## config.mk

```make
export PLATFORM = sky130hd
export DESIGN_NAME = licp_ctrl
export DESIGN_NICKNAME = d
export VERILOG_FILES = /design/src/hdl/licp_pkg.sv /design/src/hdl/licp_ctrl.sv
export SDC_FILE = /design/constraint.sdc
export NUM_CORES = 1
export LEC_CHECK = 0
export ABC_AREA = 1
export BUFFER_PORTS_ARGS = -buffer_cell sky130_fd_sc_hd__buf_4
export CAP_MARGIN = 20
export CORE_ASPECT_RATIO = 1.5
export CORE_UTILIZATION = 50
export CTS_CLUSTER_DIAMETER = 80
export DETAILED_ROUTE_END_ITERATION = 12
export PLACE_DENSITY = 0.81
export SYNTH_ARGS = -nofsm -noshare
export SYNTH_HDL_FRONTEND = slang
export SYNTH_SLANG_ARGS = --single-unit
export TNS_END_PERCENT = 10
```

## constraint.sdc

```tcl
create_clock -name i_mclk -period 5.4 [get_ports i_mclk]
set_input_delay 0.54 -clock i_mclk [delete_from_list [all_inputs] [get_ports i_mclk]]
set_output_delay 0.54 -clock i_mclk [all_outputs]
set_load 0.01 [all_outputs]
```

## src/hdl/licp_pkg.sv

```systemverilog
package licp_pkg;
	// register indices (byte address = index * 4)
	localparam logic [7:0] REG_CTRL_ONE_IDX = 8'h10;
	localparam logic [7:0] REG_CTRL_TWO_IDX = 8'h11;
	localparam logic [7:0] REG_IRQ_STATUS_IDX = 8'h12;
	localparam logic [7:0] REG_IRQ_ENABLE_IDX = 8'h13;
	localparam logic [7:0] REG_IRQ_CLEAR_IDX = 8'h14;
	localparam logic [7:0] REG_LINE_STATUS_IDX = 8'h15;
	localparam int ADDR_W = 10;
	// control one fields
	localparam int C1_RT = 0;
	localparam int C1_RZ = 1;
	localparam int C1_OHS = 6;
	// control two fields
	localparam int C2_BTD = 0;
	localparam int C2_ROV = 1;
	localparam int C2_BTE = 2;
	localparam int C2_OPE = 3;
	localparam int C2_LIM = 4;
	localparam int C2_AUTO_CAL_DISABLE = 5;
	localparam int C2_MANUAL_CAL_START = 6;
	localparam int C2_RSVD = 7;
	// interrupt status fields
	localparam int IRQ_ROV = 0;
	localparam int IRQ_BTD = 1;
	localparam int IRQ_OPD = 2;
	localparam int IRQ_W = 3;
	localparam logic [7:0] CTRL_ONE_RST = 8'h00;
	localparam logic [7:0] CTRL_TWO_RST = 8'h00;
	localparam logic [4:0] LOOP_CUR_ALL_ONES = 5'h1F;
	localparam int OHK_FAST_SAMPLES = 1024;
	localparam int OHK_SLOW_SAMPLES = 4096;
	localparam int OHK_CNT_W = 13;
endpackage

```

## src/hdl/licp_ctrl.sv

```systemverilog
// Overview of operation
// - ringer impedance bit clear gives maximum ringer impedance, set synthesizes it.
// - ring threshold bit selects an 11-22 Vrms window at 0 and 17-33 Vrms at 1.
// - writing 1 to the manual calibration bit starts one calibration cycle.
// - auto-calibration disable bit at 1 suppresses automatic calibration.
// - current limit bit at 1 selects the current-limiting termination mode.
// - off-hook, protection on and loop current all ones: termination off, 800 ohm, low hook current, flag set.
// - off-hook with billing protection on, a rising billing flag gives 800 ohm and freezes the pin.
// - outside a protective response the termination pin follows the receive input.
// - receive overload and billing detection run once the delayed off-hook counter expires.
// - receive overload flag sets on below-ground input and clears only by writing zero.
// - billing tone flag sets on a recognised tone and clears only by writing zero.
// - the delayed off-hook counter is 1024 samples, or 4096 with on-hook speed set.
`timescale 1ns/1ps
`default_nettype none
module licp_ctrl
	import licp_pkg::*;
#(
	parameter int FAST_SAMPLES = OHK_FAST_SAMPLES,
	parameter int SLOW_SAMPLES = OHK_SLOW_SAMPLES
)(
	input wire logic i_mclk,
	input wire logic i_rst,
	input wire logic [ADDR_W-1:0] i_addr,
	input wire logic [7:0] i_wdata,
	input wire logic i_wr,
	input wire logic i_rd,
	output logic [7:0] o_rdata,
	input wire logic i_sample_tick,
	input wire logic i_off_hook,
	input wire logic [4:0] i_loop_current_sense_field,
	input wire logic i_rx_below_ground,
	input wire logic i_billing_tone_event,
	input wire logic i_cal_done,
	input wire logic [7:0] i_rx_level,
	output logic [7:0] o_dc_termination_pin,
	output logic o_ringer_impedance_synth,
	output logic o_ring_threshold_select,
	output logic o_manual_cal_start,
	output logic o_auto_cal_enable,
	output logic o_current_limit_select,
	output logic o_dc_term_off_800,
	output logic o_hook_current_reduced,
	output logic o_irq
);
	typedef struct packed {
		logic [7:0] ctrl_one;
		logic [7:0] ctrl_two;
		logic [IRQ_W-1:0] irq_stat;
		logic [IRQ_W-1:0] irq_en;
		logic overload_det;
		logic billing_hold;
		logic btd_prev;
		logic [OHK_CNT_W-1:0] ohk_cnt;
		logic ohk_done;
		logic cal_busy;
		logic [7:0] rdata;
		logic [7:0] dc_termination_pin;
		logic manual_cal_start_pulse;
		logic irq;
	} licp_state_t;

	licp_state_t s_q;
	licp_state_t s_d;

	function automatic logic hit(input logic [ADDR_W-1:0] a, input logic [7:0] idx);
		hit = (a == {idx, 2'b00});
	endfunction

	logic ohk_expired;
	logic ovl_trip;
	logic btd_rise;
	logic [OHK_CNT_W-1:0] ohk_limit;

	always_comb
	begin
		ohk_limit = s_q.ctrl_one[C1_OHS] ? OHK_CNT_W'(SLOW_SAMPLES) : OHK_CNT_W'(FAST_SAMPLES);
		ohk_expired = s_q.ohk_done;
		ovl_trip = i_off_hook && s_q.ctrl_two[C2_OPE]
			&& (i_loop_current_sense_field == LOOP_CUR_ALL_ONES);
		btd_rise = s_q.ctrl_two[C2_BTD] && !s_q.btd_prev;
		s_d = s_q;
		s_d.manual_cal_start_pulse = 1'b0;
		s_d.btd_prev = s_q.ctrl_two[C2_BTD];
		// delayed off-hook counter
		if (!i_off_hook)
		begin
			s_d.ohk_cnt = '0;
			s_d.ohk_done = 1'b0;
		end
		else if (!s_q.ohk_done && i_sample_tick)
		begin
			s_d.ohk_cnt = s_q.ohk_cnt + OHK_CNT_W'(1);
			if (s_q.ohk_cnt + OHK_CNT_W'(1) >= ohk_limit)
			begin
				s_d.ohk_cnt = ohk_limit;
				s_d.ohk_done = 1'b1;
			end
		end
		// overload protection state, released by writing the enable to 0
		if (!s_q.ctrl_two[C2_OPE])
			s_d.overload_det = 1'b0;
		else if (ovl_trip)
			s_d.overload_det = 1'b1;
		// billing protection hold
		if (!i_off_hook || !s_q.ctrl_two[C2_BTE])
			s_d.billing_hold = 1'b0;
		else if (btd_rise)
			s_d.billing_hold = 1'b1;
		if (i_cal_done)
			s_d.cal_busy = 1'b0;
		// register writes
		if (i_wr)
		begin
			if (hit(i_addr, REG_CTRL_ONE_IDX))
				s_d.ctrl_one = i_wdata;
			if (hit(i_addr, REG_CTRL_TWO_IDX))
			begin
				s_d.ctrl_two[C2_RSVD] = 1'b0;
				s_d.ctrl_two[C2_AUTO_CAL_DISABLE:C2_BTE] = i_wdata[C2_AUTO_CAL_DISABLE:C2_BTE];
				s_d.ctrl_two[C2_MANUAL_CAL_START] = i_wdata[C2_MANUAL_CAL_START];
				// flags clear only by writing zero
				if (!i_wdata[C2_ROV])
					s_d.ctrl_two[C2_ROV] = 1'b0;
				if (!i_wdata[C2_BTD])
					s_d.ctrl_two[C2_BTD] = 1'b0;
				if (i_wdata[C2_MANUAL_CAL_START])
				begin
					s_d.manual_cal_start_pulse = 1'b1;
					s_d.cal_busy = 1'b1;
				end
			end
			if (hit(i_addr, REG_IRQ_ENABLE_IDX))
				s_d.irq_en = i_wdata[IRQ_W-1:0];
			if (hit(i_addr, REG_IRQ_CLEAR_IDX))
				s_d.irq_stat = s_q.irq_stat & ~i_wdata[IRQ_W-1:0];
		end
		// detection sets win over clears
		if (ohk_expired && i_rx_below_ground)
		begin
			s_d.ctrl_two[C2_ROV] = 1'b1;
			s_d.irq_stat[IRQ_ROV] = 1'b1;
		end
		if (ohk_expired && i_billing_tone_event)
		begin
			s_d.ctrl_two[C2_BTD] = 1'b1;
			s_d.irq_stat[IRQ_BTD] = 1'b1;
		end
		if (ovl_trip && !s_q.overload_det)
			s_d.irq_stat[IRQ_OPD] = 1'b1;
		// read data
		s_d.rdata = 8'h00;
		if (i_rd)
		begin
			if (hit(i_addr, REG_CTRL_ONE_IDX))
				s_d.rdata = s_q.ctrl_one;
			else if (hit(i_addr, REG_CTRL_TWO_IDX))
				s_d.rdata = s_q.ctrl_two;
			else if (hit(i_addr, REG_IRQ_STATUS_IDX))
				s_d.rdata = {5'h00, s_q.irq_stat};
			else if (hit(i_addr, REG_IRQ_ENABLE_IDX))
				s_d.rdata = {5'h00, s_q.irq_en};
			else if (hit(i_addr, REG_LINE_STATUS_IDX))
				s_d.rdata = {4'h0, s_q.cal_busy, s_q.billing_hold, s_q.ohk_done,
					s_q.overload_det};
		end
		// termination pin tracks receive input unless protecting
		if (!(s_d.overload_det || s_d.billing_hold))
			s_d.dc_termination_pin = i_rx_level;
		s_d.irq = |(s_d.irq_stat & s_d.irq_en);
	end

	always_ff @(posedge i_mclk or posedge i_rst)
	begin
		if (i_rst)
		begin
			s_q <= '0;
			s_q.ctrl_one <= CTRL_ONE_RST;
			s_q.ctrl_two <= CTRL_TWO_RST;
		end
		else
			s_q <= s_d;
	end

	always_ff @(posedge i_mclk or posedge i_rst)
	begin
		if (i_rst)
		begin
			o_ringer_impedance_synth <= 1'b0;
			o_ring_threshold_select <= 1'b0;
			o_auto_cal_enable <= 1'b1;
			o_current_limit_select <= 1'b0;
			o_dc_term_off_800 <= 1'b0;
			o_hook_current_reduced <= 1'b0;
		end
		else
		begin
			o_ringer_impedance_synth <= s_d.ctrl_one[C1_RZ];
			o_ring_threshold_select <= s_d.ctrl_one[C1_RT];
			o_auto_cal_enable <= !s_d.ctrl_two[C2_AUTO_CAL_DISABLE];
			o_current_limit_select <= s_d.ctrl_two[C2_LIM];
			o_dc_term_off_800 <= s_d.overload_det || s_d.billing_hold;
			o_hook_current_reduced <= s_d.overload_det;
		end
	end

	assign o_rdata = s_q.rdata;
	assign o_dc_termination_pin = s_q.dc_termination_pin;
	assign o_manual_cal_start = s_q.manual_cal_start_pulse;
	assign o_irq = s_q.irq;

	logic wr_one;
	logic wr_two;
	logic wr_manual_cal_start;

	assign wr_one = i_wr && hit(i_addr, REG_CTRL_ONE_IDX);
	assign wr_two = i_wr && hit(i_addr, REG_CTRL_TWO_IDX);
	assign wr_manual_cal_start = wr_two && i_wdata[C2_MANUAL_CAL_START];
endmodule // licp_ctrl
`default_nettype wire

```

Word-level counts from Yosys, hierarchy flattened
Cells that the tools add are included.
{ "word_totals": {"word_cells": 97, "inputBits": 40, "reg_bits": 62, "out_inout_bits": 24} }
{ "classes": {"n_reduce_logical": 25, "muxes": 33, "addsub": 1, "n_eq_ne": 11, "n_bitwise": 3, "magnitude_cmp": 1} }
{ "ops": {"columns": ["operator", "n"], "rows": [
  ["equality test 10 x 7 -> 1 bit, second input constant", 6],
  ["2-to-1 mux 14 bit", 3],
  ["2-to-1 mux 1 bit", 18],
  ["2-to-1 mux 16 bit", 1],
  ["2-to-1 mux 8 bit", 2],
  ["2-to-1 mux 7 bit", 2],
  ["adder 13 x 1 -> 13 bit, second input constant", 1],
  ["greater-or-equal comparator 13 bit", 1],
  ["2-to-1 mux 13 bit", 1],
  ["2-to-1 mux 4 bit", 3],
  ["!= test 2 x 1 -> 1 bit, second input constant", 4],
  ["nonzero test 2 bit", 4],
  ["logical AND 1 bit", 7],
  ["AND 3 bit", 2],
  ["logical NOT 1 bit", 6],
  ["2-to-1 mux 3 bit", 2],
  ["AND reduction 2 bit", 3],
  ["AND reduction 3 bit", 2],
  ["equality test 5 bit, second input constant", 1],
  ["NOT 3 bit", 1],
  ["OR reduction 3 bit", 1],
  ["logical OR 1 bit", 2],
  ["2-to-1 mux 2 bit", 1]
]} }

Logic depth before layout (Yosys ltp)
{ "logic_depth": {"depth_word": 7, "depth_mapped": 16, "depth_no_buf": 16} }

Worst setup path before layout
OpenSTA, ideal clock, no wires.
{ "synth_path": {"path_type": "reg-to-reg", "from": "register s_q[21] (netlist bit)", "to": "register s_q[30] (netlist bit)", "setup_ps": 118, "path_slack_ps": 3137, "stages_incl_launch_ff": 17, "required_ps": 5282, "path_buffers": 0, "period_less_slack_ps": 2263, "t_arrival_ps": 2145, "cell_sequence": "dfrtp_1 > ha_1 > nand3_1 > inv_1 > nand3_1 > xor2_1 > inv_1 > ha_1 > nand2_1 > nor2_1 > nand3_1 > nor2_1 > nand3_2 > nand2_2 > nand2_1 > nand3_1 > nand2_1"} }
{ "synth_between": {"elab_chain_len": 5} }
{ "synth_rtl": {"columns": ["item", "line_no", "rtl"], "rows": [
  ["start: declaration", "licp_ctrl.sv:63", "licp_state_t s_q;"],
  ["adder 13 x 1 -> 13 bit *", "licp_ctrl.sv:93, licp_ctrl.sv:94", null],
  ["greater-or-equal comparator 13 bit", "licp_ctrl.sv:94", "if (s_q.ohk_cnt + OHK_CNT_W'(1) >= ohk_limit)"],
  ["2-to-1 mux 14 bit *", "licp_ctrl.sv:94", null],
  ["2-to-1 mux 14 bit *", "licp_ctrl.sv:91", "else if (!s_q.ohk_done && i_sample_tick)"],
  ["2-to-1 mux 14 bit *", "licp_ctrl.sv:86", "if (!i_off_hook)"]
]} }
Every way passes the cells marked *; elsewhere a longest branch is shown, timed or not. The select of a mux whose other input is x is not followed.
A chain may end at the register's enable or synchronous reset.

Worst setup path in the final report
Same ends and word-level chain as after synthesis.

==> flow_summary.json <==
{
  "gp_routability_congestion": 0.919,
  "maxCapViolCount": 0,
  "dr.first_iter.drc_count": 144,
  "fin_nets": 457,
  "ant_nets": 0,
  "synthDistinctLibCells": 28,
  "finalHoldViolations": 0,
  "synth-compound-area-share_pct": 11.8,
  "area_growth_pct": 22.3,
  "clkTransAtPathRegs_ns": 0.07,
  "fp.dieH_um": 95.8,
  "hp-class": "input pin to flip-flop",
  "largest_register": "s_q",
  "fin_cells": 489,
  "synth_adder_area_share_pct": 1.28,
  "crit_chain": "ha_1 -> nand3_1 -> inv_1 -> nand3_1 -> xor2_1 -> inv_1 -> ha_1 -> nand2_1 -> nor2_1 -> nand3_1 -> nor2_1 -> nand3_2 -> nand2_2 -> nand2_1 -> nand3_1 -> nand2_1",
  "peakVddDrop_uv": 204,
  "skew_ns": 0.00620,
  "final_max_slew_viol_count": 0,
  "cellLeakagePower_nw": 1.85,
  "cp.arrival_ns": 2.76,
  "core-area_um2": 5570,
  "cp-end-kind": "flip-flop",
  "synth_cells": 359,
  "place_inst": 473,
  "cts_tree": "built",
  "synthArstFlopShare_pct": 100,
  "dieArea_um2": 6180,
  "dp.final_hpwl_um": 4710,
  "crit_path_start_kind": "flip-flop",
  "crit_type": "flip-flop to flip-flop",
  "p_per_area_nw_per_um2": 296,
  "clock-sinks": 59,
  "path_common_cell": "nand3_1",
  "fillers": 473,
  "postRouteWirelength_um": 6320,
  "timing.fmax_mhz": 396,
  "overflow": 0,
  "finalSetupViolations": 0,
  "final_util_pct": 64.3,
  "reg2reg_slack_ns": 2.88,
  "largest_reg_flops": 36,
  "std_cell_rows": 33,
  "synth-edff-count": 0,
  "layout_setup_ws_ns": 2.88,
  "start_util_pct": 52.6,
  "yosys_warnings": 0,
  "synth-seq-cells": 59,
  "synth_xor_area_share_pct": 1.20,
  "portBuffers": 63,
  "grt_pass1_wl_um": 10700,
  "grt_max_degree": 60,
  "reg2reg_depth": 16,
  "firstDrtPassIters": 5,
  "htreeDepth": 3,
  "period_needed_ns": 2.52,
  "ios": 64,
  "syn-num-nets": 402,
  "cp_max_fo": 8,
  "mostFrequentLayoutCells": "nand2_1 (94), buf_4 (64), dfrtp_1 (58)",
  "slowest_stage": "dfrtp_1",
  "clock_path_buffers": 2,
  "antenna_cells": 0,
  "synth_top_family_by_area": "simple AND/OR/NAND/NOR gates",
  "synth-simple-area-share_pct": 23.1,
  "root_buffer": "clkbuf_8",
  "synthFlopType": "dfrtp_1",
  "synth_area_um2": 2930,
  "yosys-mux-area-fraction_pct": 0.384,
  "drc": 0,
  "drive_gt1_share_pct": 23.2,
  "die_w_um": 64.5,
  "antenna_found_initial": 0,
  "slew_headroom_pct": 50.3,
  "viasPerCell": 5.19,
  "tightest_slew_ns": 0.743,
  "finalSetupTns_ns": 0,
  "period_share_pct": 46.7,
  "rsz0062_at_grt": "no",
  "grtUsageTotal_pct": 23.0,
  "holdPathStages": 2,
  "max_stage_delay_ns": 0.40,
  "clk_latency_ns": 0.34,
  "numCtsBuffers": 9,
  "critPathRequiredTime_ns": 5.63,
  "grt_pass1_vias": 2507,
  "post-cts-setup-buffers": 0,
  "syn_area_per_cell_um2": 8.17,
  "routedWlPerCell_um": 12.9,
  "synth-seq-area-share_pct": 50.4,
  "dp_slack_ns": 2.89,
  "final_common_cell": "nand2_1",
  "status": "finished clean",
  "dr_total_vias": 2539,
  "cts_hold_buf": 0,
  "cts_resized": 0
}
==> stage by stage <==
step	hold slack, ns	area (µm²)	power (mW)
after floorplan	0.389	2930	0.567
after global placement	0.419	3360	0.616
after detailed placement	0.424	3360	0.620
after CTS	0.353	3590	1.07
after global routing	0.379	3590	1.11
final	0.370	3590	1.06
==> cells in the mapped netlist (2+ instances only) <==
cell,count,area (µm²)
nand3_1,19,95.1
buf_2,3,15.0
o21ai_0,39,195
xor2_1,3,26.3
ha_1,3,37.5
nor2_2,2,12.5
nand4_1,4,25.0
nor2_4,2,22.5
nand2_1,94,353
a21oi_1,8,40.0
o22ai_1,8,50.1
nand2_2,4,25.0
nand3_2,3,30.0
o21ai_1,2,10.0
or2_2,2,12.5
a32o_1,2,20.0
inv_1,55,206
dfrtp_1,58,1450
buf_4,16,120
nor2_1,20,75.1
nor3_1,4,20.0
o211ai_1,2,15.0
==> cell families after synthesis <==
family,after synthesis
xor gates and xnor gates,4
adders and majority gates,3
muxes,1
buffers and inverters,75
AOI/OAI and AO/OA,62
DFF,59
and+or+nand+nor,155
==> power by group <==
part,switching [mW],internal [mW]
Sequential,0.0210,0.473
Clock,0.185,0.262
Combinational,0.0672,0.0520
Total,0.273,0.788
==> area by class of cell <==
class                   instances  area (µm²)  area share (%)
clock buffers                   9         124            3.45
clock inverters                 7         101            2.83
inverters                      55         206            5.76
multi-input cells             225        1110            30.9
flip-flops and latches         59        1480            41.2
well taps                      70        87.6            2.44
repair buffers                 64         480            13.4
==> worst max-delay path: cells and delay by family, from the launching register on <==
kind	cells	cell delay (ns)
adders and majority gates	2	0.55
DFF	1	0.40
and+or+nand+nor	11	1.08
xor gates and xnor gates	1	0.19
buffers and inverters	2	0.18
==> metal layers <==
| layer | GRT usage [%] | vias to the layer above | part of all wire [%] |
|---|---|---|---|
| met5 | 0 | - | 0 |
| met4 | 15.4 | 0 | 4.3 |
| met3 | 4.74 | 29 | 4.0 |
| met2 | 41.1 | 93 | 52 |
| met1 | 24.2 | 1172 | 39 |
| li1 | - | 1245 | - |
==> worst paths after layout <==
path	end	start
hold reg to reg	s_q[33]	s_d[33]
min in group asynchronous	o_rdata[0]	i_rst
hold / removal	o_auto_cal_enable	i_wdata[5]
setup reg to reg	s_q[30]	s_q[21]
setup / recovery	s_q[30]	s_q[21]
max in group asynchronous	o_rdata[7]	i_rst
Power figures use the tool's default switching activity.
